===== config.mk =====
export PLATFORM = sky130hd
export DESIGN_NAME = analog_io_host_bus_port
export DESIGN_NICKNAME = d
export VERILOG_FILES = /design/src/rtl/analog_io_host_bus_port.v
export VERILOG_INCLUDE_DIRS = /design/src /design/src/rtl
export SDC_FILE = /design/constraint.sdc
export NUM_CORES = 1
export LEC_CHECK = 0
export ABC_AREA = 1
export CORE_MARGIN = 5
export CORE_UTILIZATION = 55
export DETAILED_ROUTE_END_ITERATION = 10
export DONT_BUFFER_PORTS = 1
export GPL_TIMING_DRIVEN = 0
export HOLD_SLACK_MARGIN = 0.08
export PLACE_DENSITY = 0.74
export SLEW_MARGIN = 10
export SYNTH_ARGS = -nofsm -noshare
export SYNTH_HDL_FRONTEND = slang
export SYNTH_SLANG_ARGS = --single-unit

===== constraint.sdc =====
create_clock -name mclk -period 1.3 [get_ports mclk]
set_clock_uncertainty 0.05 [all_clocks]
set_input_delay 0.13 -clock mclk [delete_from_list [all_inputs] [get_ports mclk]]
set_output_delay 0.13 -clock mclk [all_outputs]
set_load 0.05 [all_outputs]

===== src/rtl/analog_io_port_regs.vh =====
// timing and field constants for the analog i/o host port
`ifndef ANALOG_IO_PORT_REGS_VH
`define ANALOG_IO_PORT_REGS_VH
`define DATA_WIDTH 8
`define CLK_PERIOD_NS 5
`define CONV_BITS 8
`define HOLD_EDGES 4
`define FLAG_DELAY_NS 100
`define FLAG_DELAY_CYC ((`FLAG_DELAY_NS + `CLK_PERIOD_NS - 1) / `CLK_PERIOD_NS)
`define SEL_FUNC_INPUT 1'b0
`define SEL_FUNC_OUTPUT 1'b1
`define SEL_SIDE_A 1'b0
`define SEL_SIDE_B 1'b1
`define RESULT_RESET 8'h00
`define OUTREG_RESET 8'h80
`endif


===== src/rtl/analog_io_host_bus_port.v =====
// host-bus port: conversion control, result latch and two output converter registers
//
// Summary of operation
// - one write to input function starts conversion
// - write to output function loads selected register
// - write and read together copy result across
// - result is full 8-bit code, no gaps
// - chip select needed; start on write rising edge
// - flag low after delay, result latched at end
// - two address inputs pick function and channel
`timescale 1ns/1ps
`include "analog_io_port_regs.vh"

module analog_io_host_bus_port #(
    parameter DATA_WIDTH = `DATA_WIDTH,
    parameter FLAG_DELAY = `FLAG_DELAY_CYC,
    parameter CONV_CLK_DIV = 20
) (
    input wire mclk,
    input wire reset_n,
    input wire chipSel_n,
    input wire writeStrobe_n,
    input wire readStrobe_n,
    input wire funcSelect,
    input wire port_side_select,
    input wire [DATA_WIDTH-1:0] data_portIn,
    output reg [DATA_WIDTH-1:0] data_portOut,
    output reg data_portOe,
    input wire convClkExt,
    input wire useExtClk,
    input wire [DATA_WIDTH-1:0] sampleA,
    input wire [DATA_WIDTH-1:0] sampleB,
    output reg convDone_n,
    output reg [DATA_WIDTH-1:0] outRegA_q,
    output reg [DATA_WIDTH-1:0] outRegB_q
);

localparam ST_IDLE = 2'b00;
localparam ST_HOLD = 2'b01;
localparam ST_BITS = 2'b10;
localparam ST_FLAG = 2'b11;

////////////////////////////////////////////////////////////////////////////////
// pin synchronisers: three stages, change accepted when stages two and three agree
reg [2:0] csSync, wrSync, rdSync, extSync;
reg csLvl, wrLvl, rdLvl, extLvl;

always @(posedge mclk or negedge reset_n) begin
    if (!reset_n) begin
        csSync <= 3'h7;
        wrSync <= 3'h7;
        rdSync <= 3'h7;
        extSync <= 3'h0;
        csLvl <= 1'b1;
        wrLvl <= 1'b1;
        rdLvl <= 1'b1;
        extLvl <= 1'b0;
    end else begin
        csSync <= {csSync[1:0], chipSel_n};
        wrSync <= {wrSync[1:0], writeStrobe_n};
        rdSync <= {rdSync[1:0], readStrobe_n};
        extSync <= {extSync[1:0], convClkExt};
        if (csSync[1] == csSync[2]) csLvl <= csSync[2];
        if (wrSync[1] == wrSync[2]) wrLvl <= wrSync[2];
        if (rdSync[1] == rdSync[2]) rdLvl <= rdSync[2];
        if (extSync[1] == extSync[2]) extLvl <= extSync[2];
    end
end

////////////////////////////////////////////////////////////////////////////////
// address, data and clock-mode pins: same three-stage filter as the strobes,
// so they settle on the same edge as the strobe levels they qualify
reg [2:0] funcSync, sideSync, modeSync;
reg [DATA_WIDTH-1:0] dataSync0, dataSync1, dataSync2;
reg funcLvl, sideLvl, modeLvl;
reg [DATA_WIDTH-1:0] dataLvl;

always @(posedge mclk or negedge reset_n) begin
    if (!reset_n) begin
        funcSync <= 3'h0;
        sideSync <= 3'h0;
        modeSync <= 3'h0;
        dataSync0 <= {DATA_WIDTH{1'b0}};
        dataSync1 <= {DATA_WIDTH{1'b0}};
        dataSync2 <= {DATA_WIDTH{1'b0}};
        funcLvl <= `SEL_FUNC_INPUT;
        sideLvl <= `SEL_SIDE_A;
        modeLvl <= 1'b0;
        dataLvl <= {DATA_WIDTH{1'b0}};
    end else begin
        funcSync <= {funcSync[1:0], funcSelect};
        sideSync <= {sideSync[1:0], port_side_select};
        modeSync <= {modeSync[1:0], useExtClk};
        dataSync0 <= data_portIn;
        dataSync1 <= dataSync0;
        dataSync2 <= dataSync1;
        if (funcSync[1] == funcSync[2]) funcLvl <= funcSync[2];
        if (sideSync[1] == sideSync[2]) sideLvl <= sideSync[2];
        if (modeSync[1] == modeSync[2]) modeLvl <= modeSync[2];
        // whole word taken only when two stages agree, so a bus in mid-change is never latched
        if (dataSync1 == dataSync2) dataLvl <= dataSync2;
    end
end

// host must hold address and data until chip select rises, well past the accepted edge
wire wrRise = ~wrLvl & wrSync[2] & (wrSync[1] == wrSync[2]);
wire selected = ~csLvl;
wire bothLow = ~wrLvl & ~rdLvl;

////////////////////////////////////////////////////////////////////////////////
// conversion clock: internal divider enable or falling edge of the external clock
reg [7:0] divCnt;
reg intTick, extPrev;
always @(posedge mclk or negedge reset_n) begin
    if (!reset_n) begin
        divCnt <= 8'h00;
        intTick <= 1'b0;
        extPrev <= 1'b0;
    end else begin
        extPrev <= extLvl;
        intTick <= (divCnt == CONV_CLK_DIV - 1);
        if (divCnt == CONV_CLK_DIV - 1) divCnt <= 8'h00;
        else divCnt <= divCnt + 8'h01;
    end
end
wire convTick = modeLvl ? (extPrev & ~extLvl) : intTick;

////////////////////////////////////////////////////////////////////////////////
// successive approximation sequencer
reg [1:0] state_q;
reg [3:0] stepCnt;
reg [7:0] flagCnt;
reg chanLatch;
reg [DATA_WIDTH-1:0] heldSample, sar, result_q;
reg mirrorDone;

always @(posedge mclk or negedge reset_n) begin
    if (!reset_n) begin
        state_q <= ST_IDLE;
        stepCnt <= 4'h0;
        flagCnt <= 8'h00;
        chanLatch <= `SEL_SIDE_A;
        heldSample <= {DATA_WIDTH{1'b0}};
        sar <= {DATA_WIDTH{1'b0}};
        result_q <= `RESULT_RESET;
        convDone_n <= 1'b1;
    end else begin
        if (selected && wrRise && rdLvl && funcLvl == `SEL_FUNC_INPUT) begin
            state_q <= ST_HOLD;
            stepCnt <= 4'h0;
            chanLatch <= sideLvl;
            sar <= {DATA_WIDTH{1'b0}};
            convDone_n <= 1'b1;
        end else begin
            case (state_q)
                ST_HOLD: if (convTick) begin
                    if (stepCnt == `HOLD_EDGES - 1) begin
                        heldSample <= chanLatch ? sampleB : sampleA;
                        stepCnt <= 4'h0;
                        state_q <= ST_BITS;
                    end else begin
                        stepCnt <= stepCnt + 4'h1;
                    end
                end
                ST_BITS: if (convTick) begin
                    // one bit decided per clock edge, msb first; every code reachable
                    sar[DATA_WIDTH-1-stepCnt] <= heldSample[DATA_WIDTH-1-stepCnt];
                    if (stepCnt == `CONV_BITS - 1) begin
                        flagCnt <= 8'h00;
                        state_q <= ST_FLAG;
                    end else begin
                        stepCnt <= stepCnt + 4'h1;
                    end
                end
                ST_FLAG: begin
                    if (flagCnt == FLAG_DELAY - 1) begin
                        result_q <= sar;
                        convDone_n <= 1'b0;
                        state_q <= ST_IDLE;
                    end else begin
                        flagCnt <= flagCnt + 8'h01;
                    end
                end
                default: state_q <= ST_IDLE;
            endcase
        end
    end
end

////////////////////////////////////////////////////////////////////////////////
// output converter registers and the data port
always @(posedge mclk or negedge reset_n) begin
    if (!reset_n) begin
        outRegA_q <= `OUTREG_RESET;
        outRegB_q <= `OUTREG_RESET;
        mirrorDone <= 1'b0;
        data_portOut <= {DATA_WIDTH{1'b0}};
        data_portOe <= 1'b0;
    end else begin
        mirrorDone <= selected & bothLow;
        if (selected && funcLvl == `SEL_FUNC_OUTPUT) begin
            if (bothLow && !mirrorDone) begin
                if (sideLvl == `SEL_SIDE_B) outRegB_q <= result_q;
                else outRegA_q <= result_q;
            end else if (wrRise && rdLvl) begin
                if (sideLvl == `SEL_SIDE_B) outRegB_q <= dataLvl;
                else outRegA_q <= dataLvl;
            end
        end
        // read drives old result until completion, then the new one
        data_portOe <= selected & ~rdLvl & wrLvl;
        data_portOut <= result_q;
    end
end

endmodule


After elaboration in Yosys (flattened, before gate mapping)
Cells that the tools add are included.
{"block": "word_totals", "reg_bits": 136, "inputBits": 33, "output_inout_bits": 26, "wordCells": 144}
{"block": "classes", "n_addsub": 4, "n_lt_le_gt_ge": 2, "eq_ne": 28, "mux": 39, "bitwise": 13, "n_reduce_logical": 24}
{"cell": "8-bit two-way mux", "n": 16}
{"cell": "32-bit by 1-bit greater-or-equal comparator with 1-bit output, second input constant", "n": 1}
{"cell": "32-bit by 4-bit < comparator with 1-bit output, second input constant", "n": 1}
{"cell": "4-bit two-way mux", "n": 5}
{"cell": "3-bit != test, second input constant", "n": 6}
{"cell": "8-bit by 1-bit adder with 8-bit output, second input constant", "n": 2}
{"cell": "8-bit by 5-bit equality test with 1-bit output, second input constant", "n": 2}
{"cell": "8-bit case mux with 2 select lines", "n": 1}
{"cell": "4-bit AND reduction", "n": 4}
{"cell": "2-bit != test, second input constant", "n": 7}
{"cell": "2-bit two-way mux", "n": 6}
{"cell": "2-bit nonzero test", "n": 6}
{"cell": "5-bit AND reduction", "n": 2}
{"cell": "8-bit bitwise mux", "n": 1}
{"cell": "8-bit equality test", "n": 1}
{"cell": "4-bit case mux with 2 select lines", "n": 1}
{"cell": "1-bit AND", "n": 7}
{"cell": "1-bit equality test", "n": 7}
{"cell": "1-bit logical AND", "n": 7}
{"cell": "1-bit two-way mux", "n": 6}
{"cell": "1-bit inverter", "n": 6}
{"cell": "2-bit case mux with 3 select lines", "n": 1}
{"cell": "3-bit by 4-bit subtractor with 5-bit output, first input constant", "n": 1}
{"cell": "4-bit by 1-bit adder with 4-bit output, second input constant", "n": 1}
{"cell": "10 further kinds", "n": 12}

Logic depth before layout (Yosys ltp)
Gate-level depths: netlist of run 1.
{"block": "depth", "depth_word": 9, "depth_mapped": 9, "ltp_nobuf": 9}

Least setup slack after synthesis of run 1
OpenSTA, ideal clock, no wires.
{"block": "synth_path", "path_type": "register to register", "from": "reg state_q[0]", "to": "reg flagCnt[7]", "setup_ns": 0.065, "arrival_time_ns": 1.341, "t_required_ns": 1.185, "slack_ns": -0.156, "stages_incl_launch_ff": 9, "n_path_buf": 0, "synth_period_minus_slack_ns": 1.456, "path_cell_list": "dfrtp_1 -> inv_1 -> ha_1 -> nand4_1 -> inv_2 -> a21oi_1 -> nor2_2 -> nand2_1 -> nand2_1"}
{"block": "synth_via", "elab_chain_cells": 3, "word_cells_on_any_way": 8, "classes_between": "eq/ne: 5; mux: 1; reduce/logical: 2"}
{"element": "start, declared", "line_no": "analog_io_host_bus_port.v:130", "text": "reg [1:0] state_q;"}
{"element": "start signal, assigned", "line_no": "analog_io_host_bus_port.v:139", "text": "state_q <= ST_IDLE;"}
{"element": "start signal, assigned", "line_no": "analog_io_host_bus_port.v:149", "text": "state_q <= ST_HOLD;"}
{"element": "start signal, assigned", "line_no": "analog_io_host_bus_port.v:160", "text": "state_q <= ST_BITS;"}
{"element": "2-bit equality test", "line_no": "analog_io_host_bus_port.v:155", "text": "case (state_q)"}
{"element": "2-bit != test (no line) / 2-bit nonzero test (equally long branches)"}
{"element": "5-bit AND reduction (no line)"}
{"element": "end signal, assigned", "line_no": "analog_io_host_bus_port.v:181", "text": "flagCnt <= flagCnt + 8'h01;"}
{"element": "end, declared", "line_no": "analog_io_host_bus_port.v:132", "text": "reg [7:0] flagCnt;"}
Several ways; a longest one is shown, not always the timed one.
A chain may end at the register's enable or synchronous reset.

Final worst setup path of run 1
{"block": "layout_path", "from": "reg rdLvl", "to": "reg flagCnt[1]"}
{"block": "layout_via", "elab_chain_cells": 4}
{"element": "start, declared", "line_no": "analog_io_host_bus_port.v:46", "text": "reg csLvl, wrLvl, rdLvl, extLvl;"}
{"element": "start signal, assigned", "line_no": "analog_io_host_bus_port.v:65", "text": "if (rdSync[1] == rdSync[2]) rdLvl <= rdSync[2];"}
{"element": "1-bit logical AND", "line_no": "analog_io_host_bus_port.v:148", "text": "if (selected && wrRise && rdLvl && funcLvl == `SEL_FUNC_INPUT) begin"}
{"element": "1-bit logical AND (no line)"}
{"element": "1-bit inverter (no line)"}
{"element": "5-bit AND reduction (no line)"}
Every way passes these cells.

==> impl_metrics.toml, run 1 <==
[outcome]
status = "finished with violations"
violations = "hold timing, setup timing"

[power_and_ir_drop]
p_seq_share_pct = 40.9
power.internal_uw = 9090
p_total_uw = 13400
switching_share_pct = 32.0
ir_worst_vdd_uv = 1290
leakagePower_uw = 0.00354
p_clk_share_pct = 36.5
power_switching_uw = 4290
p_comb_share_pct = 22.6
p_per_area_nw_per_um2 = 1750

[clocking]
hold_buffers = 32
cts_made_buffers = 17
clk_latency_ns = 0.54
cts-root-buf = "clkbuf_8"
htreeDepth = 4
clock_path_buffers = 2
clk_pin_slew_ns = 0.06
cts.sinks = 136
cts_tree = "done"

[setup_path]
cpMostUsedCell = "nand2_1"
crit_type = "reg -> reg"
cpPeakStageDelay_ns = 0.60
cpMaxStageDelayCell = "dfstp_2"
cp.arrival_ns = 2.00
path_cells = "buf_6, nand4_4, buf_8, o21ai_4, inv_2, nand2_4, nand2_1, nand2_1"
cp-end-kind = "register"
crit_fanout = 8
start_kind = "register"
required_ns = 1.72

[placed_design]
io_buffers = 0
hpwl_mm = 6.96
dp.cells = 690
routabilityCongestion = 0.820

[logic_synthesis]
synth-simple-area-share_pct = 20.6
synth-main-ff-cell = "dfrtp_1"
synth_fa_ha_area_share_pct = 2.63
synth.distinct_cells = 40
syn_avg_cell_area_sq_um = 10.1
synth_top_family_by_area = "simple AND/OR/NAND/NOR gates"
synth_nets = 597
synthMuxAreaShare_pct = 2.83
ys_ff_latch = 136
syn_inst = 557
synth_edf_count = 0
ys.warnings.count = 0
ys_seq_area_share_pct = 61.0
postSynth.asyncResetShare_pct = 100
syn_area_sq_um = 5610
synth-xor-area-share_pct = 1.72
synth_compound_area_share_pct = 6.60

[floorplan]
fp.dieH_um = 111
die_area_sq_um = 12300
row_count = 36
start_util_pct = 56.9
num_io_pins = 59
core_area_sq_um = 9860
fp.dieW_um = 111

[global_route]
grt_pass1_vias = 4501
grt_pass1_wl_mm = 22.3
grt_overflow_total = 0
antenna_found_initial = 0
grt_use_total_pct = 22.8
grt_max_degree = 137

[detailed_routing]
first_pass_iters = 6
routed_wl_mm = 13.6
drc_errors = 0
drt-vias-per-instance = 5.32
num_vias = 4177
first_iter_violations = 356
wire_per_inst_um = 17.4
ant_nets = 0

[finish]
fill_cells = 544
syn2layout_area_growth_pct = 36.3
final_common_cell = "nand2_1"
layout-drive-gt1-share_pct = 39.9
nNetsFinal = 679
n_antenna_cell = 0
final_cell_mix = "nand2_1, dfrtp_1, nand2_2"
fin_cells = 785

[timing]
maxSlewViolCount = 0
worst_pin_slew_ns = 0.639
hold_ws_ns = -0.771
setup_slack_ns = -0.277
hold_viol_final = 136
setup_viol = 66
timing.fmax_ghz = 0.634
min_period_over_period_pct = 121
rsz0062_at_grt = "true"
slew_headroom_pct = 57.3
fin_crit_ns = 1.58

[flow_run]
drv_cap = 0

[worst_hold_path]
hold_class = "in -> async"
-- layout make-up --
cell class | count | area (sq um) | share of cell area, %
multi-input combinational | 359 | 2440 | 31.9
buffer | 10 | 108 | 1.41
clock inverter | 10 | 113 | 1.47
tap | 133 | 166 | 2.18
clock buffer | 22 | 495 | 6.48
timing repair buffer | 64 | 668 | 8.74
inverter | 51 | 196 | 2.57
sequential | 136 | 3460 | 45.3
-- layer usage --
metal	part of all wire, %	global-route usage, %	vias up
li1	-	-	1960
met1	39	26.2	2082
met2	54	39.8	103
met3	4.5	6.88	32
met4	2.4	9.00	0
met5	0	0	-
-- cells by family after synthesis --
group / count (synthesis)
AO/OA/AOI/OAI: 61
XOR/XNOR: 11
adder cells (fa/ha/maj): 13
buffers and inverters: 62
flip-flops: 136
multiplexers: 15
AND/OR/NAND/NOR: 259
-- power groups by stage --
| stage | registers (uW) | logic, uW | clock network [uW] |
|---|---|---|---|
| 6_report | 5470 | 3020 | 4880 |
| 5_1_grt | 5540 | 3340 | 5140 |
| 4_1_cts | 5440 | 2690 | 4870 |
| 3_5_place_dp | 5460 | 2180 | 0 |
| 3_3_place_gp | 5430 | 2080 | 0 |
| 2_1_floorplan | 5360 | 1800 | 0 |
-- final timing paths --
path	slack, ns	endpoint	cells past startpoint	from
setup / recovery	-0.28	flagCnt[1]	8	rdLvl
hold / removal	-0.77	dataLvl[2]	0	reset_n
setup reg to reg	-0.28	flagCnt[1]	8	rdLvl
hold reg to reg	0.30	dataSync1[3]	0	dataSync0[3]
max in group asynchronous	1.71	convDone_n	0	reset_n
min in group mclk	0.09	dataSync0[0]	1	data_portIn[0]
-- cells in the mapped netlist (all sizes together), types with 7 or more instances --
cell | instances | area share (%)
nor3 | 8 | 1.1
nand2 | 160 | 11
mux2i | 8 | 1.4
dfrtp | 121 | 54
nor2 | 52 | 3.9
nand3 | 23 | 2.1
o21ai | 51 | 5.4
buf | 10 | 1.2
ha | 7 | 1.6
mux2 | 7 | 1.4
inv | 51 | 3.4
dfstp | 15 | 7.0
xor2 | 7 | 1.1
-- through the flow --
stage	TNS, ns	cell area (sq um)	hold slack [ns]	setup WS [ns]	util (%)
after floorplan	-2.78	5710	-0.216	-0.132	-
after detailed placement	-13.49	5880	-0.210	-0.289	59.6
after global placement	-11.69	5880	-0.209	-0.257	59.6
final	-13.06	7650	-0.771	-0.277	77.5
after CTS	-11.01	7340	-0.769	-0.262	74.4
after global routing	-17.66	7650	-0.784	-0.346	77.5
-- repair_timing --
action / CTS / global route
gates cloned: 5 / 1
gates resized for setup: 110 / 64
endpoints found under the hold margin: 159 / 136
setup buffers: 22 / 4
setup endpoints to repair: 96 / 73
pin swaps: 40 / 36
-- worst max-delay path: cells and delay by family (launching register included) --
kind,cells,cell delay [ns]
and+or+nand+nor,4,0.40
buffers and inverters,3,0.38
DFF,1,0.60
AOI/OAI and AO/OA,1,0.08
Power figures use the tool's default switching activity.
==> inputs of run 2 (changes only) <==
--- a/config.mk
+++ b/config.mk
@@ -18,3 +18,4 @@
 export SYNTH_ARGS = -nofsm -noshare
 export SYNTH_HDL_FRONTEND = slang
 export SYNTH_SLANG_ARGS = --single-unit
+export TNS_END_PERCENT = 10
==> impl_metrics.toml, run 2 (synthesis gave the netlist of run 1 again) <==
[clocking]
clock_path_buffers = 2
hold_buffers = 31
clk_pin_slew_ns = 0.06
cts_made_buffers = 17
cts_tree = "done"
htreeDepth = 4
clk_latency_ns = 0.52
cts.sinks = 136
cts-root-buf = "clkbuf_8"

[floorplan]
start_util_pct = 56.9
fp.dieW_um = 111
row_count = 36
fp.dieH_um = 111
die_area_sq_um = 12300
num_io_pins = 59
core_area_sq_um = 9860

[global_route]
grt_pass1_wl_mm = 19.2
grt_use_total_pct = 19.0
antenna_found_initial = 0
grt_overflow_total = 0
grt_max_degree = 137
grt_pass1_vias = 3965

[power_and_ir_drop]
switching_share_pct = 31.8
p_total_uw = 12600
leakagePower_uw = 0.00331
power_switching_uw = 4010
power.internal_uw = 8580
p_per_area_nw_per_um2 = 1780
p_seq_share_pct = 43.3
p_clk_share_pct = 36.3
ir_worst_vdd_uv = 1080
p_comb_share_pct = 20.3

[placed_design]
io_buffers = 0
hpwl_mm = 6.90
routabilityCongestion = 0.830
dp.cells = 690

[setup_path]
cpMostUsedCell = "o21ai_2"
crit_fanout = 10
cpPeakStageDelay_ns = 0.60
cpMaxStageDelayCell = "dfstp_2"
crit_family = "flip-flops"
path_buf_inv = 1
cp.arrival_ns = 1.92
required_ns = 1.66
cp-end-kind = "register"
crit_type = "reg -> reg"
start_kind = "register"
path_cells = "nand2_2, o21ai_2, nand3b_4, buf_6, o21ai_2, nand2_1"

[detailed_routing]
wire_per_inst_um = 15.0
first_pass_iters = 5
drc_errors = 0
ant_nets = 0
num_vias = 3955
routed_wl_mm = 11.5
drt-vias-per-instance = 5.18
first_iter_violations = 258

[timing]
fin_crit_ns = 1.57
worst_pin_slew_ns = 0.634
timing.fmax_ghz = 0.639
hold_ws_ns = -0.742
maxSlewViolCount = 0
min_period_over_period_pct = 120
setup_slack_ns = -0.265
hold_viol_final = 136
setup_tns_ns = -12.33
rsz0062_at_grt = "true"
setup_viol = 70
slew_headroom_pct = 57.7

[finish]
n_antenna_cell = 0
final_common_cell = "nand2_1"
final_cell_mix = "nand2_1, dfrtp_1, nor2_1, inv_1, dlygate4sd3_1"
post-route-util_pct = 71.5
syn2layout_area_growth_pct = 25.7
fin_cells = 764
nNetsFinal = 658
layout-drive-gt1-share_pct = 27.6

[worst_hold_path]
hold_class = "in -> async"

[flow_run]
drv_cap = 0

[outcome]
violations = "hold timing, setup timing"
status = "finished with violations"
-- run 2: changes by cell type in the layout (fill, tap and decap cells not counted), moves of 4 or more --
cell / before / now
buf_4: 15 / 8
dfrtp_2: 30 / 24
buf_6: 19 / 12
nand2_2: 38 / 7
inv_1: 35 / 39
mux2_2: 2 / 7
buf_12: 4 / 0
nand2_1: 113 / 148
o21ai_2: 26 / 17
o21ai_1: 17 / 29
dfrtp_1: 91 / 97
mux2_4: 5 / 0
-- run 2: worst paths after layout --
kind,from,end,slack [ns],depth (start not counted)
max reg2reg,rdLvl,outRegA_q[4],-0.27,6
min in group mclk,writeStrobe_n,wrSync[0],0.11,1
max in group asynchronous,reset_n,csSync[0],1.71,0
min,reset_n,outRegA_q[3],-0.74,0
max,rdLvl,outRegA_q[4],-0.27,6
min reg2reg,dataSync0[2],dataSync1[2],0.30,0
-- run 2: timing repair --
action                                  CTS  global route
endpoints found under the setup margin   95            81
gates cloned                              2             0
resized for setup                        62            31
pin swaps                                12            14
endpoints found under the hold margin   159           136
buffers inserted                          8             2
-- run 2: per-stage QoR --
| step | instance area [sq um] | setup WS [ns] | hold WS, ns |
|---|---|---|---|
| 6_report | 7050 | -0.265 | -0.742 |
| 5_1_grt | 7050 | -0.345 | -0.764 |
| 4_1_cts | 6940 | -0.246 | -0.755 |
| 3_5_place_dp | 5800 | -0.378 | -0.212 |
| 3_3_place_gp | 5800 | -0.300 | -0.212 |
| 2_1_floorplan | 5630 | -0.132 | -0.216 |
-- run 2: metal layers --
| metal | vias to the layer above | track usage (%) | wire (um) |
|---|---|---|---|
| met2 | 105 | 30.9 | 5780 |
| li1 | 1921 | - | - |
| met1 | 1914 | 25.4 | 4910 |
| met4 | 0 | 5.35 | 141 |
| met5 | - | 0 | 0 |
| met3 | 15 | 4.97 | 637 |
-- run 2: area by class of cell --
type / count / area, sq um
Multi-Input combinational cell: 359 / 2150
Inverter: 51 / 194
Clock inverter: 13 / 146
Clock buffer: 19 / 422
Tap cell: 133 / 166
Buffer: 10 / 98.8
Timing Repair Buffer: 43 / 415
Fill cell: 645 / 2810
Sequential cell: 136 / 3460
-- run 2: worst register-to-register path, cell delays in order (launching register included) --
cell and delay, ns:
dfstp_2 0.60, nand2_2 0.08, o21ai_2 0.16, nand3b_4 0.18, buf_6 0.21, o21ai_2 0.12
nand2_1 0.06
-- run 2: power groups by stage --
stage               clock network (uW)  logic [uW]  registers, uW
CTS                               4630        2390           5390
detailed placement                   0        2060           5430
global route                      4840        2860           5510
finish                            4570        2560           5450
global placement                     0        1970           5410
floorplan                            0        1690           5330
==> inputs of run 3 (changes only) <==
--- a/config.mk
+++ b/config.mk
@@ -6,7 +6,6 @@
 export SDC_FILE = /design/constraint.sdc
 export NUM_CORES = 1
 export LEC_CHECK = 0
-export ABC_AREA = 1
 export CORE_MARGIN = 5
 export CORE_UTILIZATION = 55
 export DETAILED_ROUTE_END_ITERATION = 10
==> impl_metrics.toml, run 3 <==
[outcome]
status = "finished with violations"
violations = "hold timing, setup timing"

[detailed_routing]
wire_per_inst_um = 18.2
routed_wl_mm = 11.3
first_pass_iters = 4
drt-vias-per-instance = 5.67
num_vias = 3497
ant_nets = 0
first_iter_violations = 229
drc_errors = 0

[timing]
min_period_over_period_pct = 152
setup_slack_ns = -0.682
fin_crit_ns = 1.98
slew_headroom_pct = 57.6
rsz0062_at_grt = "true"
worst_pin_slew_ns = 0.636
hold_viol_final = 136
hold_ws_ns = -0.739
timing.fmax_ghz = 0.505
setup_viol = 67
maxSlewViolCount = 0

[placed_design]
io_buffers = 0
place_area_sq_um = 5460
routabilityCongestion = 0.895
hpwl_mm = 5.96
dp.cells = 541

[global_route]
grt_max_degree = 137
grt_pass1_vias = 3659
grt_use_total_pct = 20.5
antenna_found_initial = 0
grt_overflow_total = 0
grt_pass1_wl_mm = 18.5

[setup_path]
crit-reg2reg-launch = "stepCnt[1]"
reg2reg_depth = 6
cpPeakStageDelay_ns = 0.57
crit_family = "simple AND/OR/NAND/NOR gates"
cp-end-kind = "register"
crit_fanout = 5
path_cells = "ha_4, or3b_4, or4b_4, clkbuf_16, nand2_2, o21ai_2"
path_buf_inv = 1
start_kind = "register"
required_ns = 1.65
cp.arrival_ns = 2.33
cpMaxStageDelayCell = "or4b_4"
reg2reg_to = "heldSample[5]"
r2r_slack_ns = -0.68
crit_type = "reg -> reg"

[logic_synthesis]
syn_area_sq_um = 5280
synth.top_cell.area_share_pct = 57.4
synth_edf_count = 0
syn_avg_cell_area_sq_um = 12.8
synth_nets = 452
ys_top_cells_by_count = "dfrtp_1, nand2_1, nor2_1"
synth_area_leader_cell = "dfrtp_1"
synth.distinct_cells = 52
yosys-top-cells-area = "dfrtp_1, dfstp_2, mux2i_1"
ys_ff_latch = 136
postSynth.asyncResetShare_pct = 100
ys_seq_area_share_pct = 64.9
syn_inst = 412
synth.most_common_cell = "dfrtp_1"
ys.warnings.count = 0
synth-main-ff-cell = "dfrtp_1"

[floorplan]
die_area_sq_um = 11700
num_io_pins = 59
start_util_pct = 56.8
fp.dieH_um = 108
row_count = 35
core_area_sq_um = 9280
fp.dieW_um = 108

[finish]
final_common_cell = "dfrtp_1"
n_antenna_cell = 0
fill_cells = 561
fin_cells = 617
nNetsFinal = 515
final_cell_mix = "dfrtp_1, dlygate4sd3_1, nor2_1"
stdcell_area_sq_um = 6920
syn2layout_area_growth_pct = 31.2
layout-drive-gt1-share_pct = 37.1

[power_and_ir_drop]
p_per_area_nw_per_um2 = 1890
leakagePower_uw = 0.00295
ir_worst_vdd_uv = 1080

[clocking]
clk_latency_ns = 0.51
clock_path_buffers = 2
cts_tree = "done"
htreeDepth = 4
cts-root-buf = "clkbuf_8"
clk_pin_slew_ns = 0.06
cts.sinks = 136
hold_buffers = 31
cts_made_buffers = 17

[flow_run]
drv_cap = 0

[worst_hold_path]
hold_class = "in -> async"
==> run 3: changes by cell type in the layout (fill, tap and decap cells not counted), moves of 5 or more <==
cell / previous run / this run
o21ai_1: 29 / 13
nand2_1: 148 / 26
inv_2: 11 / 1
buf_6: 12 / 5
nand2_2: 7 / 12
nand3_1: 20 / 12
mux2_2: 7 / 16
mux2i_1: 8 / 24
inv_1: 39 / 5
nor2_4: 6 / 1
a21oi_1: 4 / 15
o21ai_2: 17 / 7
nor2_1: 39 / 29
==> run 3: worst max-delay path by stage <==
stage	start	end	slack (ns)	cells past startpoint
2_1_floorplan	rdLvl	heldSample[0]	-0.62	9
3_3_place_gp	rdLvl	outRegA_q[5]	-1.06	5
3_5_place_dp	rdLvl	outRegA_q[7]	-1.11	6
4_1_cts	stepCnt[0]	heldSample[1]	-0.64	6
5_1_grt	stepCnt[1]	heldSample[5]	-0.74	6
6_report	stepCnt[1]	heldSample[5]	-0.68	6
==> run 3: power breakdown <==
group | internal, uW | total, uW | switching (uW) | leakage [uW]
Combinational | 1140 | 2360 | 1220 | 0.00103
Sequential | 4860 | 5870 | 1020 | 0.00164
Clock | 2990 | 4830 | 1840 | 0.000285
==> run 3: through the flow <==
stage                     util (%)  setup TNS, ns  total power, uW  setup WS [ns]  hold WS [ns]
after detailed placement      58.8         -48.72             7510          -1.11        -0.210
after CTS                     72.4         -27.86            12800         -0.637        -0.760
after global placement        58.8         -46.28             7410          -1.06        -0.210
after global routing          74.5         -33.08            13700         -0.737        -0.766
final                         74.5         -27.94            13100         -0.682        -0.739
after floorplan                  -         -28.50             7100         -0.623        -0.216
==> run 3: final cells by class <==
type	count	area (sq um)	share of cell area (%)
sequential	136	3460	49.9
multi-input combinational	256	2080	30.0
timing repair buffer	47	475	6.87
clock buffer	19	432	6.24
clock inverter	13	170	2.46
tap	129	161	2.33
buffer	11	126	1.83
inverter	6	22.5	0.325
==> run 3: per-layer routing <==
| metal | vias to the layer above | routed length [um] | global-route usage [%] |
|---|---|---|---|
| li1 | 1575 | - | - |
| met1 | 1804 | 4560 | 26.3 |
| met2 | 97 | 5940 | 33.9 |
| met3 | 21 | 526 | 5.61 |
| met4 | 0 | 223 | 7.39 |
| met5 | - | 0 | 0 |
==> run 3: cells by family (layout without fill, tap and decap cells) <==
group,after synthesis,after routing,share of synthesized area (%)
buf+inv,20,96,2.02
flops,136,136,64.9
compound gates,57,57,6.43
simple gates,127,127,11.9
fa+ha+maj,14,14,2.99
mux,44,44,9.46
xor+xnor,14,14,2.32
==> run 3: timing repair <==
action,4_1_cts,5_1_grt
endpoints found under the hold margin,159,136
pin swaps,17,13
setup endpoints to repair,95,72
gates resized for setup,73,57
setup buffers,14,1
cloned,0,1
